### src/hw/dos_top.sv
//
// Behaviour
// - code 15 asserts the output while the braking transistor is on.
// - code 16 asserts while current foldback acts, only in V/Hz operation.
// - code 17 asserts while a tripping fault is present.
// - code 18 asserts while a non-tripping alarm is present.
// - codes 19 and 20 follow forward and reverse run commands.
// - codes 21 and 22 follow actual forward and reverse rotation.
// - code 23 asserts when process error magnitude exceeds its tolerance.
// - code 24 output follows the network command bit unchanged.
// - code 25 asserts when position error and speed are both within limits.
// - code 26 asserts when position error or speed exceeds its limit.
// - codes 27 and 28 pass through the PLC and clock module levels.
// - code 29 asserts when the DC bus is up and no fault.
// - code 30 asserts from table change request while disabled until change completes.
// - code 31 asserts while trickle-current motor heating is active.
// - zero-speed compares measured speed, or demand in V/F, below threshold 180.
// - at-speed asserts when speed error is below band, default 60.
// - set-speed asserts when speed, or demand in V/F, exceeds 1800 default.
// - code 8 asserts when speed is below the zero-speed threshold.
// - code 9 asserts when speed lies within the at-speed band.
// - code 10 asserts when speed passes the set-speed threshold.
//
// The register addresses and strobed register access were chosen for this implementation.

package dos_pkg;

  localparam int unsigned ADDR_W  = 4;
  localparam int unsigned DATA_W  = 32;
  localparam int unsigned SPD_W   = 16;
  localparam int unsigned NUM_OUT = 4;
  localparam int unsigned SEL_W   = 5;
  localparam int unsigned FLG_W   = 5;

  // Flag positions of the comparison unit
  localparam int unsigned FLG_ZERO    = 0;
  localparam int unsigned FLG_AT_SPD  = 1;
  localparam int unsigned FLG_SET_SPD = 2;
  localparam int unsigned FLG_AT_POS  = 3;
  localparam int unsigned FLG_PROC    = 4;

  // Register offsets
  localparam logic [ADDR_W-1:0] ADR_SEL     = 4'h0;
  localparam logic [ADDR_W-1:0] ADR_ZSPD    = 4'h1;
  localparam logic [ADDR_W-1:0] ADR_BAND    = 4'h2;
  localparam logic [ADDR_W-1:0] ADR_SETSPD  = 4'h3;
  localparam logic [ADDR_W-1:0] ADR_PTOL    = 4'h4;
  localparam logic [ADDR_W-1:0] ADR_PWIN    = 4'h5;
  localparam logic [ADDR_W-1:0] ADR_NET     = 4'h6;
  localparam logic [ADDR_W-1:0] ADR_STATUS  = 4'h7;

  // Status word layout
  localparam int unsigned ST_OUT_LSB = 0;
  localparam int unsigned ST_TBL_BIT = 4;
  localparam int unsigned ST_FLG_LSB = 8;

  // Reset values
  localparam logic [SPD_W-1:0] ZSPD_RST   = 16'h00b4;
  localparam logic [SPD_W-1:0] BAND_RST   = 16'h003c;
  localparam logic [SPD_W-1:0] SETSPD_RST = 16'h0708;
  localparam logic [SPD_W-1:0] PTOL_RST   = 16'h0064;
  localparam logic [SPD_W-1:0] PWIN_RST   = 16'h000a;
  localparam logic [SEL_W-1:0] SEL_RST    = 5'h00;

  // Selection codes handled here
  localparam logic [SEL_W-1:0] SEL_ZERO    = 5'h08;
  localparam logic [SEL_W-1:0] SEL_AT_SPD  = 5'h09;
  localparam logic [SEL_W-1:0] SEL_SET_SPD = 5'h0a;
  localparam logic [SEL_W-1:0] SEL_BRAKE   = 5'h0f;
  localparam logic [SEL_W-1:0] SEL_FOLD    = 5'h10;
  localparam logic [SEL_W-1:0] SEL_FAULT   = 5'h11;
  localparam logic [SEL_W-1:0] SEL_ALARM   = 5'h12;
  localparam logic [SEL_W-1:0] SEL_CMD_FWD = 5'h13;
  localparam logic [SEL_W-1:0] SEL_CMD_REV = 5'h14;
  localparam logic [SEL_W-1:0] SEL_MOT_FWD = 5'h15;
  localparam logic [SEL_W-1:0] SEL_MOT_REV = 5'h16;
  localparam logic [SEL_W-1:0] SEL_PROC    = 5'h17;
  localparam logic [SEL_W-1:0] SEL_NET     = 5'h18;
  localparam logic [SEL_W-1:0] SEL_AT_POS  = 5'h19;
  localparam logic [SEL_W-1:0] SEL_MOVING  = 5'h1a;
  localparam logic [SEL_W-1:0] SEL_PLC     = 5'h1b;
  localparam logic [SEL_W-1:0] SEL_RTC     = 5'h1c;
  localparam logic [SEL_W-1:0] SEL_PWR_UP  = 5'h1d;
  localparam logic [SEL_W-1:0] SEL_TBL_SW  = 5'h1e;
  localparam logic [SEL_W-1:0] SEL_HEATER  = 5'h1f;

  typedef enum logic {
    TS_IDLE,
    TS_ACTIVE
  } dos_tbl_st_t;

endpackage

`timescale 1ns/10ps
`default_nettype none

module dos_top
  import dos_pkg::*;
(
  // Clock and reset
  input  wire logic                    clock,
  input  wire logic                    arst_n,
  // Register port
  input  wire logic [ADDR_W-1:0]       reg_addr,
  input  wire logic [DATA_W-1:0]       reg_wdata,
  input  wire logic                    reg_wr,
  input  wire logic                    reg_rd,
  output logic [DATA_W-1:0]            reg_rdata,
  // Drive control status levels
  input  wire logic                    vf_mode,
  input  wire logic                    brake_on,
  input  wire logic                    foldback_on,
  input  wire logic                    fault_trip,
  input  wire logic                    alarm_on,
  input  wire logic                    run_fwd_cmd,
  input  wire logic                    run_rev_cmd,
  input  wire logic                    motor_fwd,
  input  wire logic                    motor_rev,
  input  wire logic                    bus_up,
  input  wire logic                    drive_enabled,
  input  wire logic                    tbl_switch_req,
  input  wire logic                    tbl_switch_done,
  input  wire logic                    heater_on,
  // Output levels owned by other units
  input  wire logic [NUM_OUT-1:0]      plc_out,
  input  wire logic [NUM_OUT-1:0]      rtc_out,
  // Measurements, signed
  input  wire logic signed [SPD_W-1:0] motor_speed,
  input  wire logic signed [SPD_W-1:0] speed_demand,
  input  wire logic signed [SPD_W-1:0] speed_ref,
  input  wire logic signed [SPD_W-1:0] process_error,
  input  wire logic signed [SPD_W-1:0] position_error,
  // Programmable outputs
  output logic [NUM_OUT-1:0]           dout
);

  typedef struct packed {
    logic [NUM_OUT-1:0][SEL_W-1:0] sel;
    logic [SPD_W-1:0]              zspd;
    logic [SPD_W-1:0]              band;
    logic [SPD_W-1:0]              setspd;
    logic [SPD_W-1:0]              ptol;
    logic [SPD_W-1:0]              pwin;
    logic [NUM_OUT-1:0]            net;
    dos_tbl_st_t                   tbl;
    logic [NUM_OUT-1:0]            dout;
    logic [DATA_W-1:0]             rdata;
  } dos_st_t;

  dos_st_t            st_r;
  dos_st_t            st_nxt;
  logic [1:0]         rst_sync_r;
  logic               rst_n;
  logic [FLG_W-1:0]   flags;
  logic               tbl_busy;
  logic               tbl_arm;
  wire  [NUM_OUT-1:0] cond;

  // Reset enters asynchronously but is released on the clock
  always_ff @(posedge clock or negedge arst_n)
  begin
    if (!arst_n)
      rst_sync_r <= 2'h0;
    else
      rst_sync_r <= {rst_sync_r[0], 1'b1};
  end

  assign rst_n = rst_sync_r[1];

  // A table request only counts while the drive is disabled
  assign tbl_arm  = tbl_switch_req && !drive_enabled;
  assign tbl_busy = st_r.tbl == TS_ACTIVE;

  dos_speed_cmp u_cmp (
    .clock                   (clock),
    .rst_n                   (rst_n),
    .standstill_speed_limit  (st_r.zspd),
    .speed_match_band        (st_r.band),
    .set_speed_limit         (st_r.setspd),
    .process_error_tolerance (st_r.ptol),
    .position_window         (st_r.pwin),
    .vf_mode                 (vf_mode),
    .motor_speed             (motor_speed),
    .speed_demand            (speed_demand),
    .speed_ref               (speed_ref),
    .process_error           (process_error),
    .position_error          (position_error),
    .flags                   (flags)
  );

  // One decoder serves every output; unhandled codes hold the output low
  // Levels come in as arguments: a continuous assignment does not see signals read inside a function
  function automatic logic sel_cond(
    input logic [SEL_W-1:0] code,
    input logic [FLG_W-1:0] f,
    input logic             net_bit,
    input logic             plc_bit,
    input logic             rtc_bit,
    input logic             tbl_on,
    input logic             vf,
    input logic             brk,
    input logic             fold,
    input logic             flt,
    input logic             alm,
    input logic             cfwd,
    input logic             crev,
    input logic             mfwd,
    input logic             mrev,
    input logic             bus,
    input logic             heat
  );
    case (code)
      SEL_ZERO:    sel_cond = f[FLG_ZERO];
      SEL_AT_SPD:  sel_cond = f[FLG_AT_SPD];
      SEL_SET_SPD: sel_cond = f[FLG_SET_SPD];
      SEL_BRAKE:   sel_cond = brk;
      SEL_FOLD:    sel_cond = fold & vf;
      SEL_FAULT:   sel_cond = flt;
      SEL_ALARM:   sel_cond = alm;
      SEL_CMD_FWD: sel_cond = cfwd;
      SEL_CMD_REV: sel_cond = crev;
      SEL_MOT_FWD: sel_cond = mfwd;
      SEL_MOT_REV: sel_cond = mrev;
      SEL_PROC:    sel_cond = f[FLG_PROC];
      SEL_NET:     sel_cond = net_bit;
      SEL_AT_POS:  sel_cond = f[FLG_AT_POS];
      SEL_MOVING:  sel_cond = ~f[FLG_AT_POS];
      SEL_PLC:     sel_cond = plc_bit;
      SEL_RTC:     sel_cond = rtc_bit;
      SEL_PWR_UP:  sel_cond = bus & ~flt;
      SEL_TBL_SW:  sel_cond = tbl_on;
      SEL_HEATER:  sel_cond = heat;
      default:     sel_cond = 1'b0;
    endcase
  endfunction

  // One decoder copy per output, all settling in the same cycle
  for (genvar g = 0; g < NUM_OUT; g++)
  begin : g_cond
    assign cond[g] = sel_cond(st_r.sel[g],
                              flags,
                              st_r.net[g],
                              plc_out[g],
                              rtc_out[g],
                              tbl_busy,
                              vf_mode,
                              brake_on,
                              foldback_on,
                              fault_trip,
                              alarm_on,
                              run_fwd_cmd,
                              run_rev_cmd,
                              motor_fwd,
                              motor_rev,
                              bus_up,
                              heater_on);
  end

  always_comb
  begin
    st_nxt       = st_r;
    st_nxt.rdata = '0;

    // Table change tracker; a request in the finishing cycle restarts it
    case (st_r.tbl)
      TS_IDLE:
      begin
        if (tbl_arm)
          st_nxt.tbl = TS_ACTIVE;
      end
      TS_ACTIVE:
      begin
        if (tbl_switch_done && !tbl_arm)
          st_nxt.tbl = TS_IDLE;
      end
      default:
        st_nxt.tbl = TS_IDLE;
    endcase

    // Outputs are recomputed every cycle from live conditions
    st_nxt.dout = cond;

    // Thresholds are taken as written; range checking is left to software
    if (reg_wr)
    begin
      case (reg_addr)
        ADR_SEL:    st_nxt.sel    = reg_wdata[NUM_OUT*SEL_W-1:0];
        ADR_ZSPD:   st_nxt.zspd   = reg_wdata[SPD_W-1:0];
        ADR_BAND:   st_nxt.band   = reg_wdata[SPD_W-1:0];
        ADR_SETSPD: st_nxt.setspd = reg_wdata[SPD_W-1:0];
        ADR_PTOL:   st_nxt.ptol   = reg_wdata[SPD_W-1:0];
        ADR_PWIN:   st_nxt.pwin   = reg_wdata[SPD_W-1:0];
        ADR_NET:    st_nxt.net    = reg_wdata[NUM_OUT-1:0];
        default:    st_nxt.net    = st_r.net;
      endcase
    end

    // Read data lives for one cycle only; the idle value is zero
    if (reg_rd)
    begin
      case (reg_addr)
        ADR_SEL:    st_nxt.rdata = DATA_W'(st_r.sel);
        ADR_ZSPD:   st_nxt.rdata = DATA_W'(st_r.zspd);
        ADR_BAND:   st_nxt.rdata = DATA_W'(st_r.band);
        ADR_SETSPD: st_nxt.rdata = DATA_W'(st_r.setspd);
        ADR_PTOL:   st_nxt.rdata = DATA_W'(st_r.ptol);
        ADR_PWIN:   st_nxt.rdata = DATA_W'(st_r.pwin);
        ADR_NET:    st_nxt.rdata = DATA_W'(st_r.net);
        ADR_STATUS:
        begin
          st_nxt.rdata[ST_OUT_LSB +: NUM_OUT] = st_r.dout;
          st_nxt.rdata[ST_TBL_BIT]            = tbl_busy;
          st_nxt.rdata[ST_FLG_LSB +: FLG_W]   = flags;
        end
        default:    st_nxt.rdata = '0;
      endcase
    end
  end

  always_ff @(posedge clock or negedge rst_n)
  begin
    if (!rst_n)
    begin
      st_r        <= '0;
      st_r.sel    <= {NUM_OUT{SEL_RST}};
      st_r.zspd   <= ZSPD_RST;
      st_r.band   <= BAND_RST;
      st_r.setspd <= SETSPD_RST;
      st_r.ptol   <= PTOL_RST;
      st_r.pwin   <= PWIN_RST;
      st_r.tbl    <= TS_IDLE;
    end
    else
      st_r <= st_nxt;
  end

  assign dout      = st_r.dout;
  assign reg_rdata = st_r.rdata;

endmodule

`default_nettype wire

### src/hw/dos_speed_cmp.sv
`timescale 1ns/10ps
`default_nettype none

// Registered speed, position and process comparisons shared by all outputs
module dos_speed_cmp
  import dos_pkg::*;
(
  // Clock and synchronised reset
  input  wire logic                    clock,
  input  wire logic                    rst_n,
  // Thresholds from the setting registers
  input  wire logic [SPD_W-1:0]        standstill_speed_limit,
  input  wire logic [SPD_W-1:0]        speed_match_band,
  input  wire logic [SPD_W-1:0]        set_speed_limit,
  input  wire logic [SPD_W-1:0]        process_error_tolerance,
  input  wire logic [SPD_W-1:0]        position_window,
  // Live drive measurements, signed rpm or counts
  input  wire logic                    vf_mode,
  input  wire logic signed [SPD_W-1:0] motor_speed,
  input  wire logic signed [SPD_W-1:0] speed_demand,
  input  wire logic signed [SPD_W-1:0] speed_ref,
  input  wire logic signed [SPD_W-1:0] process_error,
  input  wire logic signed [SPD_W-1:0] position_error,
  // Comparison flags, one cycle behind the inputs
  output logic [FLG_W-1:0]             flags
);

  typedef struct packed {
    logic [FLG_W-1:0] flags;
  } dos_cmp_st_t;

  dos_cmp_st_t st_r;
  dos_cmp_st_t st_nxt;

  // Magnitude kept one bit wider so that the most negative value survives
  function automatic logic [SPD_W:0] mag(input logic signed [SPD_W:0] v);
    mag = v[SPD_W] ? (~v + 1'b1) : v;
  endfunction

  always_comb
  begin
    logic signed [SPD_W:0] speed_used;
    logic signed [SPD_W:0] speed_err;
    logic [SPD_W:0]        spd_mag;
    logic [SPD_W:0]        msr_mag;
    speed_used = vf_mode ? {speed_demand[SPD_W-1], speed_demand} : {motor_speed[SPD_W-1], motor_speed};
    speed_err  = {speed_ref[SPD_W-1], speed_ref} - speed_used;
    spd_mag    = mag(speed_used);
    msr_mag    = mag({motor_speed[SPD_W-1], motor_speed});
    st_nxt     = st_r;
    st_nxt.flags[FLG_ZERO]    = spd_mag < {1'b0, standstill_speed_limit};
    st_nxt.flags[FLG_AT_SPD]  = mag(speed_err) < {1'b0, speed_match_band};
    st_nxt.flags[FLG_SET_SPD] = spd_mag > {1'b0, set_speed_limit};
    st_nxt.flags[FLG_AT_POS]  = (mag({position_error[SPD_W-1], position_error}) <= {1'b0, position_window})
                                && (msr_mag <= {1'b0, standstill_speed_limit});
    st_nxt.flags[FLG_PROC]    = mag({process_error[SPD_W-1], process_error}) > {1'b0, process_error_tolerance};
  end

  always_ff @(posedge clock or negedge rst_n)
  begin
    if (!rst_n)
      st_r <= '0;
    else
      st_r <= st_nxt;
  end

  assign flags = st_r.flags;

endmodule

`default_nettype wire

### config.mk
export PLATFORM = sky130hd
export DESIGN_NAME = dos_top
export DESIGN_NICKNAME = d
export VERILOG_FILES = /design/src/hw/dos_top.sv /design/src/hw/dos_speed_cmp.sv
export SDC_FILE = /design/constraint.sdc
export NUM_CORES = 1
export LEC_CHECK = 0
export BUFFER_PORTS_ARGS = -buffer_cell sky130_fd_sc_hd__buf_2
export CAP_MARGIN = 25
export CORE_MARGIN = 5
export CORE_UTILIZATION = 45
export DETAILED_ROUTE_END_ITERATION = 7
export PLACE_DENSITY = 0.71
export SKIP_LAST_GASP = 1
export SLEW_MARGIN = 15
export SYNTH_ARGS = -nofsm -noshare
export SYNTH_HDL_FRONTEND = slang
export SYNTH_HIERARCHICAL = 1
export SYNTH_SLANG_ARGS = --single-unit
### constraint.sdc
create_clock -name clock -period 5.7 [get_ports clock]
set_clock_uncertainty 0.15 [all_clocks]
set_input_delay 0.855 -clock clock [delete_from_list [all_inputs] [get_ports clock]]
set_output_delay 0.855 -clock clock [all_outputs]
set_load 0.05 [all_outputs]
### Word-level counts from Yosys, hierarchy flattened

Cells that the tools add are included.

* add/sub/neg operators: 6
* order comparisons: 6
* equality and inequality tests: 87
* multiplexer cells: 18
* bitwise gates (word level): 10
* reductions and logical operators: 13

Operators with widths (count)
* 5-bit == test (second input constant): 64
* 17-bit 2-to-1 mux: 6
* 17-bit by 1-bit adder with 17-bit output (second input constant): 5
* 17-bit NOT: 5
* 5-bit by 4-bit == test with 1-bit output (second input constant): 16
* 1-bit case mux with 20 select lines: 4
* 7-bit case mux with 6 select lines: 1
* 5-bit case mux with 8 select lines: 1
* 5-bit case mux with 7 select lines: 1
* 17-bit by 16-bit greater-than comparator with 1-bit output: 2
* 17-bit by 16-bit less-or-equal comparator with 1-bit output: 2
* 17-bit by 16-bit less-than comparator with 1-bit output: 2
* 20-bit 2-to-1 mux: 1
* 3-bit case mux with 6 select lines: 1
* 17-bit subtractor: 1
* 4-bit by 3-bit == test with 1-bit output (second input constant): 4
* 2-bit AND reduction: 7
* 4-bit by 2-bit == test with 1-bit output (second input constant): 2
* 4-bit by 1-bit == test with 1-bit output (second input constant): 1
* 4-bit zero test: 1
* 1-bit logical AND: 3
* 1-bit NOT: 3
* 1-bit AND: 2
* 1-bit zero test: 2
* other kinds (2): 3

* bits in registers: 148
* output and inout bits: 36
* logic and storage cells: 155

### Longest topological paths before layout

Gate-level depths: netlist (run 1).

* depth in word-level cells: 6
* gate-level depth with buffers: 25
* mapped depth without buffers: 23

### By module

The synthesis (run 1) kept the hierarchy.

By module, submodules not included
* dos_top: instances 1, cells each 510, area an instance 6493.7 um^2
* dos_speed_cmp: instances 1, cells each 666, area an instance 4897.2 um^2

### Least setup slack after synthesis (run 1)

Ideal clock, no wire load.

* path type: input to register
* start: in vf_mode
* end: reg u_cmp.st_r (netlist bit u_cmp/flags[1])
* setup time: 0.067 ns
* arrival time: 5.362 ns
* required time: 5.483 ns
* slack: 0.121 ns
* stages: 25
* buffers on the path: 3
* cell sequence: buf_2 > buf_2 > mux2i_1 > inv_1 > fa_1 > nand2b_1 > a21oi_2 > o21ai_1 > a211oi_1 > o21ai_1 > a21oi_2 > a2bb2oi_2 > buf_4 > nor2_1 > a21oi_1 > ha_1 > a21boi_0 > o21a_1 > o21ai_0 > a21oi_1 > a21o_1 > a2111oi_0 > o21ai_0 > a21oi_1 > o41a_1

RTL lines
* from (decl): RTL line dos_top.sv:110 `input wire logic vf_mode,`
* to (signal assigned): RTL line dos_speed_cmp.sv:64 `st_r <= st_nxt;`
* to (decl): RTL line dos_speed_cmp.sv:32 `dos_cmp_st_t st_r;`

==> results of run 1 <==
-- cell usage after synthesis (all sizes together) (10+ instances only) --
master  number
dfrtp      119
ha         115
mux2       110
inv        107
a21oi       64
buf         64
xnor2       60
nand2       56
nor2        54
o21ai       52
mux2i       29
a22oi       25
nand2b      23
a21o        22
nand3       20
xor2        18
a31oi       17
dfstp       17
nand4       13
nor2b       13
nor3        13
o21a        13
o31ai       13
mux4        12
clkbuf      11
a221oi      10
-- metrics by stage --
step                setup slack [ns]  area [um2]  util [%]  total power, W
floorplan                      0.121       11400         -         0.00255
detailed placement            0.0577       12300      49.1         0.00301
CTS                            0.480       12900      51.5         0.00410
global route                  0.0762       12900      51.5         0.00438
global placement               0.150       12300      49.1         0.00294
finish                         0.496       12900      51.5         0.00412
-- logic make-up (layout without fill, tap and decap cells) --
family / after synthesis / in the layout / synth area share, %
compound gates: 269 / 269 / 15.9
mux: 151 / 151 / 15.8
fa+ha+maj: 116 / 116 / 12.8
other cells: 2 / 13 / 0.0659
flops: 136 / 136 / 30.1
simple gates: 242 / 242 / 11.7
buf+inv: 182 / 311 / 7.67
xor+xnor: 78 / 78 / 6.00
-- registers in the layout, summed over array words and instances (netlist names) --
signal,count
tbl_busy,1
dout,4
rst_sync_r,2
st_r,104
u_cmp/flags,5
reg_rdata,20
-- placed cells by master (no fill, tap or decap), types with 7 or more instances in the layout --
master / instances
o21ai_0: 47
mux4_2: 12
a21oi_1: 62
a222oi_1: 7
buf_2: 153
dfrtp_1: 118
inv_1: 107
buf_4: 18
a21o_1: 22
nand4_1: 13
nor2_1: 53
or3_1: 8
nor3_1: 10
xnor2_1: 60
ha_1: 115
mux2_1: 24
nand3_1: 20
nand2b_1: 21
clkbuf_16: 17
nand2_1: 50
a31oi_1: 17
xor2_1: 18
a221oi_1: 10
conb_1: 13
dfstp_2: 17
a22oi_1: 25
o31ai_1: 12
o21a_1: 13
nor2b_1: 12
mux2i_1: 29
mux2_2: 86
-- metal layers --
| metal | vias up | share of wire, % |
|---|---|---|
| met3 | 51 | 7.7 |
| met2 | 432 | 46 |
| li1 | 4488 | - |
| met4 | 0 | 2.1 |
| met5 | - | 0 |
| met1 | 4778 | 44 |
-- worst register-to-register path: stages (launching register included) --
cell	delay [ns]
dfrtp_1	0.39
inv_1	0.06
ha_1	0.26
a21boi_0	0.12
o21a_1	0.17
o21ai_0	0.14
a21oi_1	0.09
a21o_1	0.19
a2111oi_0	0.48
o21ai_0	0.15
a21oi_1	0.17
o41a_1	0.18
-- power groups by stage --
stage / Clock [W] / Sequential, W / Combinational (W)
5_1_grt: 0.00114 / 0.00152 / 0.00171
3_5_place_dp: 0 / 0.00150 / 0.00151
2_1_floorplan: 0 / 0.00134 / 0.00122
3_3_place_gp: 0 / 0.00149 / 0.00145
4_1_cts: 0.00109 / 0.00148 / 0.00152
6_report: 0.00109 / 0.00150 / 0.00153
-- cell type report --
class / count / area [um2] / area share [%]
Clock inverter: 14 / 151 / 1.17
Clock buffer: 18 / 429 / 3.33
Sequential cell: 136 / 3430 / 26.6
Timing Repair Buffer: 172 / 921 / 7.15
Multi-Input combinational cell: 869 / 7140 / 55.4
Inverter: 107 / 402 / 3.12
Tap cell: 330 / 413 / 3.20
-- final timing paths --
path | startpoint | end | slack (ns) | cells past startpoint
setup / recovery | vf_mode | u_cmp/flags[1]$_DFF_PN0_ | 0.50 | 24
max in group asynchronous | rst_sync_r[1]$_DFF_PN0_ | st_r[53]$_DFFE_PN0P_ | 3.72 | 1
setup reg to reg | st_r[90]$_DFFE_PN0P_ | u_cmp/flags[1]$_DFF_PN0_ | 3.07 | 11
hold / removal | arst_n | rst_sync_r[1]$_DFF_PN0_ | 0.05 | 1
min in group clock | rst_sync_r[0]$_DFF_PN0_ | rst_sync_r[1]$_DFF_PN0_ | 0.20 | 0
hold reg to reg | rst_sync_r[0]$_DFF_PN0_ | rst_sync_r[1]$_DFF_PN0_ | 0.20 | 0
==> qor.yml, run 1 <==
run_status:
  status: "completed"
routing:
  drcViolationCount: 0
  drtIter0Drc: 1057
  dr.pass1.iters: 6
  vias: 9749
  via_per_inst: 5.92
  avgRoutedWirePerCell_um: 20.0
  ant_nets: 0
  drt-total-wl_um: 32800
floorplan:
  dieArea_um2: 28600
  dieHeight_um: 169
  start_util_pct: 45.5
  die_w_um: 169
  fp-row-count: 58
  pin_count: 178
  coreArea_um2: 25000
logic_synthesis:
  syn_avg_cell_area_um2: 9.69
  yosys_warnings: 6
  async_flop_share_pct: 100
  ys_seq_area_share_pct: 30.1
  ys_ff_latch: 136
  synth.distinct_cells: 83
  synth_edf_count: 0
  synth_area_leaders: "dfrtp_1 (26%), ha_1 (13%), mux2_2 (8.5%), xnor2_1 (4.6%), dfstp_2 (3.9%)"
  syn_area_um2: 11400
  synth_top_flop_cell: "dfrtp_1"
  yosys.area.top_type: "dfrtp_1"
  syn_inst: 1176
  synth_top_area_share_pct: 26.1
clock_tree:
  htree_num_levels: 4
  postCtsSetupBuffers: 0
  cts_sinks: 136
  cts-root-buf: "clkbuf_16"
  worstSkewPairLatency_ns: 0.43
  cts_made_buffers: 17
  cts_resized: 0
  clk_pin_slew_ns: 0.06
  cts_hold_buf: 0
  cts_max_path_buffers: 2
  cts_tree: "built"
global_routing:
  antenna_found_initial: 0
  overflow: 0
  grt_max_degree: 75
  track_usage_pct: 22.6
  grt_pass1_wl_um: 51200
  busiest_layer: "met2"
  met3_usage_pct: 3.62
  grt_pass1_vias: 9445
  use_met2_pct: 36.7
  grt_util_met1_pct: 31.8
sta:
  setup_viol_count_final: 0
  setup-tns-final_ns: 0
  slew_violations: 0
  finalHoldViolCount: 0
  worstMarginPinSlew_ns: 0.950
  whs_ns: 0.0505
  max-slew-margin-rel_pct: 36.5
  fin_crit_sh_pct: 91.3
  max_freq_mhz: 192
  grt_setup_unrepaired: "false"
  fin_crit_ns: 5.20
placement:
  dp.cells: 1614
  hpwl_um: 26100
  gp_congestion: 0.958
  io_buffers: 153
worst_hold_path:
  hold_class: "in -> async"
job:
  max-cap-violations: 0
worst_setup_path:
  cpMostUsedCell: "a21oi_1"
  required_ns: 5.91
  slowest_delay_ns: 0.48
  crit_chain: "buf_2, mux2i_1, inv_1, ha_1, fa_1, nand2b_1, a21oi_2, o21ai_1, a211oi_1, o21ai_1, a21oi_2, a2bb2oi_2, nor2_1, a21oi_1, ha_1, a21boi_0, o21a_1, o21ai_0, a21oi_1, a21o_1, a2111oi_0, o21ai_0, a21oi_1, o41a_1"
  critical_path_class: "in -> reg"
  critPathTopFamily: "compound AO/OA/AOI/OAI gates"
  cp_max_fo: 6
  start_kind: "primary input"
  slowest_stage: "a2111oi_0"
  critical_path_buf_inv_count: 2
  cp_data_arrival_time_ns: 5.41
  cp-end-kind: "flop"
power:
  clockPowerShare_pct: 26.4
  p_leak_nw: 6.00
  power_density_nw_per_um2: 320
  switching_share_pct: 38.1
  intPower_w: 0.00255
  p_comb_share_pct: 37.2
  p_seq_share_pct: 36.4
  p_sw_w: 0.00157
  ir_drop_v: 0.000251
final_layout:
  syn_to_final_growth_pct: 13.1
  antenna-diode-count: 0
  fill_cells: 2302
  fin_cells: 1646
  drive_above_1_share_pct: 26.7
  nNetsFinal: 1561
No activity file was read; power rests on OpenSTA's default activity.
==> run 2: changes to the inputs <==
PLACE_DENSITY = 0.73   (was 0.71)
clock period = 4.75 ns   (was 5.7 ns; I/O delays follow)
==> qor.yml, run 2 (synthesized netlist as in run 1, its figures left out) <==
run_status:
  status: "completed"
worst_hold_path:
  hold_class: "reg -> async"
worst_setup_path:
  cp-end-kind: "flop"
  start_kind: "primary input"
  cp_data_arrival_time_ns: 4.67
  reg2reg_from: "st_r[59]$_DFFE_PN1P_"
  slowest_delay_ns: 0.34
  critical_path_class: "in -> reg"
  required_ns: 4.97
  critPathTopFamily: "compound AO/OA/AOI/OAI gates"
  cp-startpoint: "vf_mode"
  crit_chain: "buf_2, mux2i_2, inv_1, ha_4, fa_2, nand2b_4, a21oi_4, o21ai_2, a211oi_2, o21ai_2, a21oi_2, a2bb2oi_4, nor2_2, a21oi_2, ha_1, a21boi_0, o21a_1, o21ai_2, a21oi_1, a21o_1, a2111oi_4, o21ai_1, a21oi_1, o41a_1"
  critical_path_buf_inv_count: 2
  cp_max_fo: 4
  cpMostUsedCell: "o21ai_2"
  slowest_stage: "fa_2"
final_layout:
  regMostFlops: "st_r"
  final_cell_mix: "buf_2 (153), dfrtp_1 (118), ha_1 (113), inv_1 (106), mux2_2 (86)"
  drive_above_1_share_pct: 31.2
  nNetsFinal: 1616
  antenna-diode-count: 0
  largest_reg_flops: 104
  final_common_cell: "buf_2"
  fill_cells: 2236
  syn_to_final_growth_pct: 18.0
placement:
  hpwl_um: 26100
  gp_congestion: 0.904
  io_buffers: 153
floorplan:
  coreArea_um2: 25000
  pin_count: 178
  dieHeight_um: 169
  fp-row-count: 58
  start_util_pct: 45.5
  die_w_um: 169
  dieArea_um2: 28600
routing:
  drcViolationCount: 0
  dr.pass1.iters: 7
  via_per_inst: 5.75
  vias: 9784
  drtIter0Drc: 621
  ant_nets: 0
  drt-total-wl_um: 32800
  avgRoutedWirePerCell_um: 19.3
global_routing:
  grt_pass1_vias: 9704
  antenna_found_initial: 0
  grt_max_degree: 54
  grt_pass1_wl_um: 51000
  overflow: 0
  track_usage_pct: 22.5
power:
  switching_share_pct: 38.6
  power_w: 0.00509
  intPower_w: 0.00312
  p_leak_nw: 6.29
  p_sw_w: 0.00197
  p_comb_share_pct: 38.9
  p_seq_share_pct: 35.1
  power_density_nw_per_um2: 378
  ir_drop_v: 0.000272
  clockPowerShare_pct: 25.9
clock_tree:
  cts_tree: "built"
  cts_made_buffers: 17
  htree_num_levels: 4
  worstSkewPairLatency_ns: 0.43
  clk_pin_slew_ns: 0.06
  cts_sinks: 136
  cts_max_path_buffers: 2
  cts-root-buf: "clkbuf_16"
sta:
  setup_viol_count_final: 0
  worstMarginPinSlew_ns: 0.984
  setup-tns-final_ns: 0
  whs_ns: 0.125
  finalHoldViolCount: 0
  max-slew-margin-rel_pct: 34.1
  fin_crit_sh_pct: 93.7
  slew_violations: 0
  max_freq_mhz: 225
  fin_crit_ns: 4.45
job:
  max-cap-violations: 0
-- run 2: worst paths after layout --
kind	endpoint	slack, ns	cells past startpoint
min	reg_rdata[15]$_DFF_PN0_	0.12	0
min reg2reg	reg_rdata[15]$_DFF_PN0_	0.12	0
min in group clock	rst_sync_r[1]$_DFF_PN0_	0.20	0
max	u_cmp/flags[1]$_DFF_PN0_	0.30	24
max in group asynchronous	st_r[60]$_DFFE_PN0P_	3.27	1
max reg2reg	u_cmp/flags[4]$_DFF_PN0_	2.23	11
-- run 2: layout make-up --
| class | count | area [um2] | area share [%] |
|---|---|---|---|
| clock inverter | 15 | 159 | 1.18 |
| timing repair buffer | 227 | 1350 | 10.0 |
| tap | 330 | 413 | 3.07 |
| clock buffer | 17 | 425 | 3.16 |
| sequential | 136 | 3430 | 25.5 |
| inverter | 107 | 402 | 2.99 |
| multi-input combinational | 869 | 7270 | 54.1 |
-- run 2: per-layer routing --
| metal | global-route usage [%] | share of wire, % | wire length [um] | up-vias |
|---|---|---|---|---|
| met1 | 27.7 | 40 | 13200 | 4746 |
| met5 | 0 | 0 | 0 | - |
| met3 | 5.74 | 7.9 | 2590 | 58 |
| met2 | 38.5 | 49 | 16200 | 375 |
| met4 | 7.95 | 2.6 | 857 | 0 |
| li1 | - | - | - | 4605 |
-- run 2: what timing repair did --
item,in CTS,in global routing
hold buffers,1,0
resized for setup,1,24
endpoints found under the hold margin,2,0
pin swaps,0,15
setup endpoints to repair,1,1
buffers inserted,0,3
-- run 2: power by group through the flow --
stage               clock [W]  combinational (W)  sequential, W
floorplan                   0            0.00147        0.00160
global placement            0            0.00181        0.00177
finish                0.00132            0.00198        0.00179
CTS                   0.00133            0.00191        0.00177
global route          0.00138            0.00221        0.00181
detailed placement          0            0.00190        0.00178
-- run 2: metrics by stage --
step | area, um2 | util (%) | setup slack [ns] | cells
finish | 13400 | 53.7 | 0.300 | 1701
global route | 13400 | 53.7 | -0.0106 | 1701
CTS | 13300 | 53.2 | 0.00247 | 1697
detailed placement | 12700 | 50.8 | -0.465 | 1664
global placement | 12700 | 50.8 | -0.380 | 1664
floorplan | 11500 | - | -0.0583 | 1187
==> run 3: changes to the inputs <==
PLACE_DENSITY = 0.71   (was 0.73)
REMOVE_ABC_BUFFERS = 1   (was unset)
clock period = 4.5 ns   (was 4.75 ns; I/O delays follow)
==> qor.yml, run 3 (synthesized netlist as in run 1, its figures left out) <==
global_routing:
  antenna_found_initial: 0
  grt_pass1_vias: 9877
  track_usage_pct: 23.0
  grt_pass1_wl_um: 52400
  overflow: 0
  grt_max_degree: 75
power:
  p_leak_nw: 6.49
  switching_share_pct: 36.3
  p_sw_w: 0.00203
  clockPowerShare_pct: 27.8
  ir_drop_v: 0.000280
  power_w: 0.00558
  power_density_nw_per_um2: 404
  p_seq_share_pct: 33.7
  p_comb_share_pct: 38.5
  intPower_w: 0.00355
sta:
  worstMarginPinSlew_ns: 1.03
  grt_setup_unrepaired: "true"
  slew_violations: 0
  max_freq_mhz: 219
  fin_crit_sh_pct: 101
  max-slew-margin-rel_pct: 31.5
  whs_ns: 0.123
  setup_ws_ns: -0.0637
  fin_crit_ns: 4.56
  finalHoldViolCount: 0
  setup_viol_count_final: 1
routing:
  drt-total-wl_um: 33700
  vias: 9990
  drcViolationCount: 0
  via_per_inst: 5.75
  dr.pass1.iters: 7
  ant_nets: 0
  avgRoutedWirePerCell_um: 19.4
  drtIter0Drc: 915
clock_tree:
  cts_made_buffers: 17
  cts_sinks: 136
  cts_tree: "built"
  clk_pin_slew_ns: 0.06
  cts_max_path_buffers: 2
  worstSkewPairLatency_ns: 0.42
  htree_num_levels: 4
  cts-root-buf: "clkbuf_16"
floorplan:
  die_w_um: 169
  pin_count: 178
  dieArea_um2: 28600
  start_util_pct: 45.5
  coreArea_um2: 25000
  dieHeight_um: 169
  fp-row-count: 58
worst_hold_path:
  hold_class: "reg -> async"
placement:
  hpwl_um: 26600
  io_buffers: 153
  place_area_um2: 12800
  place_ws_ns: -1.00
  gp_congestion: 0.944
final_layout:
  finish.utilization_pct: 55.2
  final_common_cell: "buf_2"
  antenna-diode-count: 0
  largest_reg_flops: 104
  nNetsFinal: 1651
  syn_to_final_growth_pct: 21.2
  drive_above_1_share_pct: 32.8
  fin_area_um2: 13800
  final_cell_mix: "buf_2 (152), dfrtp_1 (118), ha_1 (113), inv_1 (107), buf_4 (101)"
  regMostFlops: "st_r"
worst_setup_path:
  cpMostUsedCell: "a21oi_1"
  slowest_stage: "a2111oi_4"
  cp-startpoint: "vf_mode"
  cp_data_arrival_time_ns: 4.77
  start_kind: "primary input"
  cp-end-kind: "flop"
  rr_worst_depth: 11
  r2r_end: "u_cmp/flags[1]$_DFF_PN0_"
  r2r_slack_ns: 2.04
  critical_path_class: "in -> reg"
  cp_max_fo: 7
  slowest_delay_ns: 0.38
  required_ns: 4.71
  reg2reg_from: "st_r[90]$_DFFE_PN0P_"
  cp-endpoint: "u_cmp/flags[1]$_DFF_PN0_"
run_status:
  violations: "negative setup slack"
  status: "finished with violations"
job:
  max-cap-violations: 0
[run 3: area by class of cell]
| cell class | count | area (um2) |
|---|---|---|
| inverter | 107 | 402 |
| timing repair buffer | 262 | 1640 |
| multi-input combinational | 869 | 7270 |
| clock buffer | 18 | 439 |
| sequential | 136 | 3430 |
| tap | 330 | 413 |
| clock inverter | 14 | 223 |
| fill | 2190 | 11200 |
[run 3: stage by stage]
stage / cells / TNS (ns)
after global routing: 1736 / -0.282
after CTS: 1723 / 0
final: 1736 / -0.0637
after detailed placement: 1687 / -1.00
after floorplan: 1112 / -0.516
after global placement: 1687 / -0.827
[run 3: repair_timing]
action	4_1_cts	5_1_grt
setup endpoints to repair	1	1
endpoints found under the hold margin	2	0
setup buffers	3	13
resized for setup	19	19
pin swaps	9	18
hold buffers	1	0
[run 3: power by group through the flow]
stage          combinational, W  clock (W)  sequential, W
3_3_place_gp            0.00196          0        0.00188
6_report                0.00214    0.00155        0.00188
4_1_cts                 0.00210    0.00156        0.00187
3_5_place_dp            0.00203          0        0.00189
2_1_floorplan           0.00134          0        0.00182
5_1_grt                 0.00239    0.00163        0.00191
[run 3: critical path: cells and delay by family]
family                   cells  cell delay (ns)
AO/OA/AOI/OAI               17             2.83
buffers and inverters        4             0.46
adder cells (fa/ha/maj)      2             0.50
AND/OR/NAND/NOR              1             0.07
multiplexers                 1             0.19
[run 3: worst min path at each step]
stage / startpoint / to / slack [ns]
after floorplan: rst_sync_r[0]$_DFF_PN0_ / rst_sync_r[1]$_DFF_PN0_ / 0.18
after global routing: rst_sync_r[1]$_DFF_PN0_ / st_r[67]$_DFFE_PN0P_ / 0.17
after CTS: rst_sync_r[0]$_DFF_PN0_ / rst_sync_r[1]$_DFF_PN0_ / 0.20
final: rst_sync_r[1]$_DFF_PN0_ / st_r[67]$_DFFE_PN0P_ / 0.12
after global placement: rst_sync_r[0]$_DFF_PN0_ / rst_sync_r[1]$_DFF_PN0_ / 0.19
after detailed placement: rst_sync_r[0]$_DFF_PN0_ / rst_sync_r[1]$_DFF_PN0_ / 0.19
[run 3: routing by layer]
metal / share of wire [%] / global-route usage [%]
met1: 42 / 30.6
met2: 49 / 38.5
met3: 7.0 / 4.58
met4: 2.1 / 6.41
met5: 0 / 0
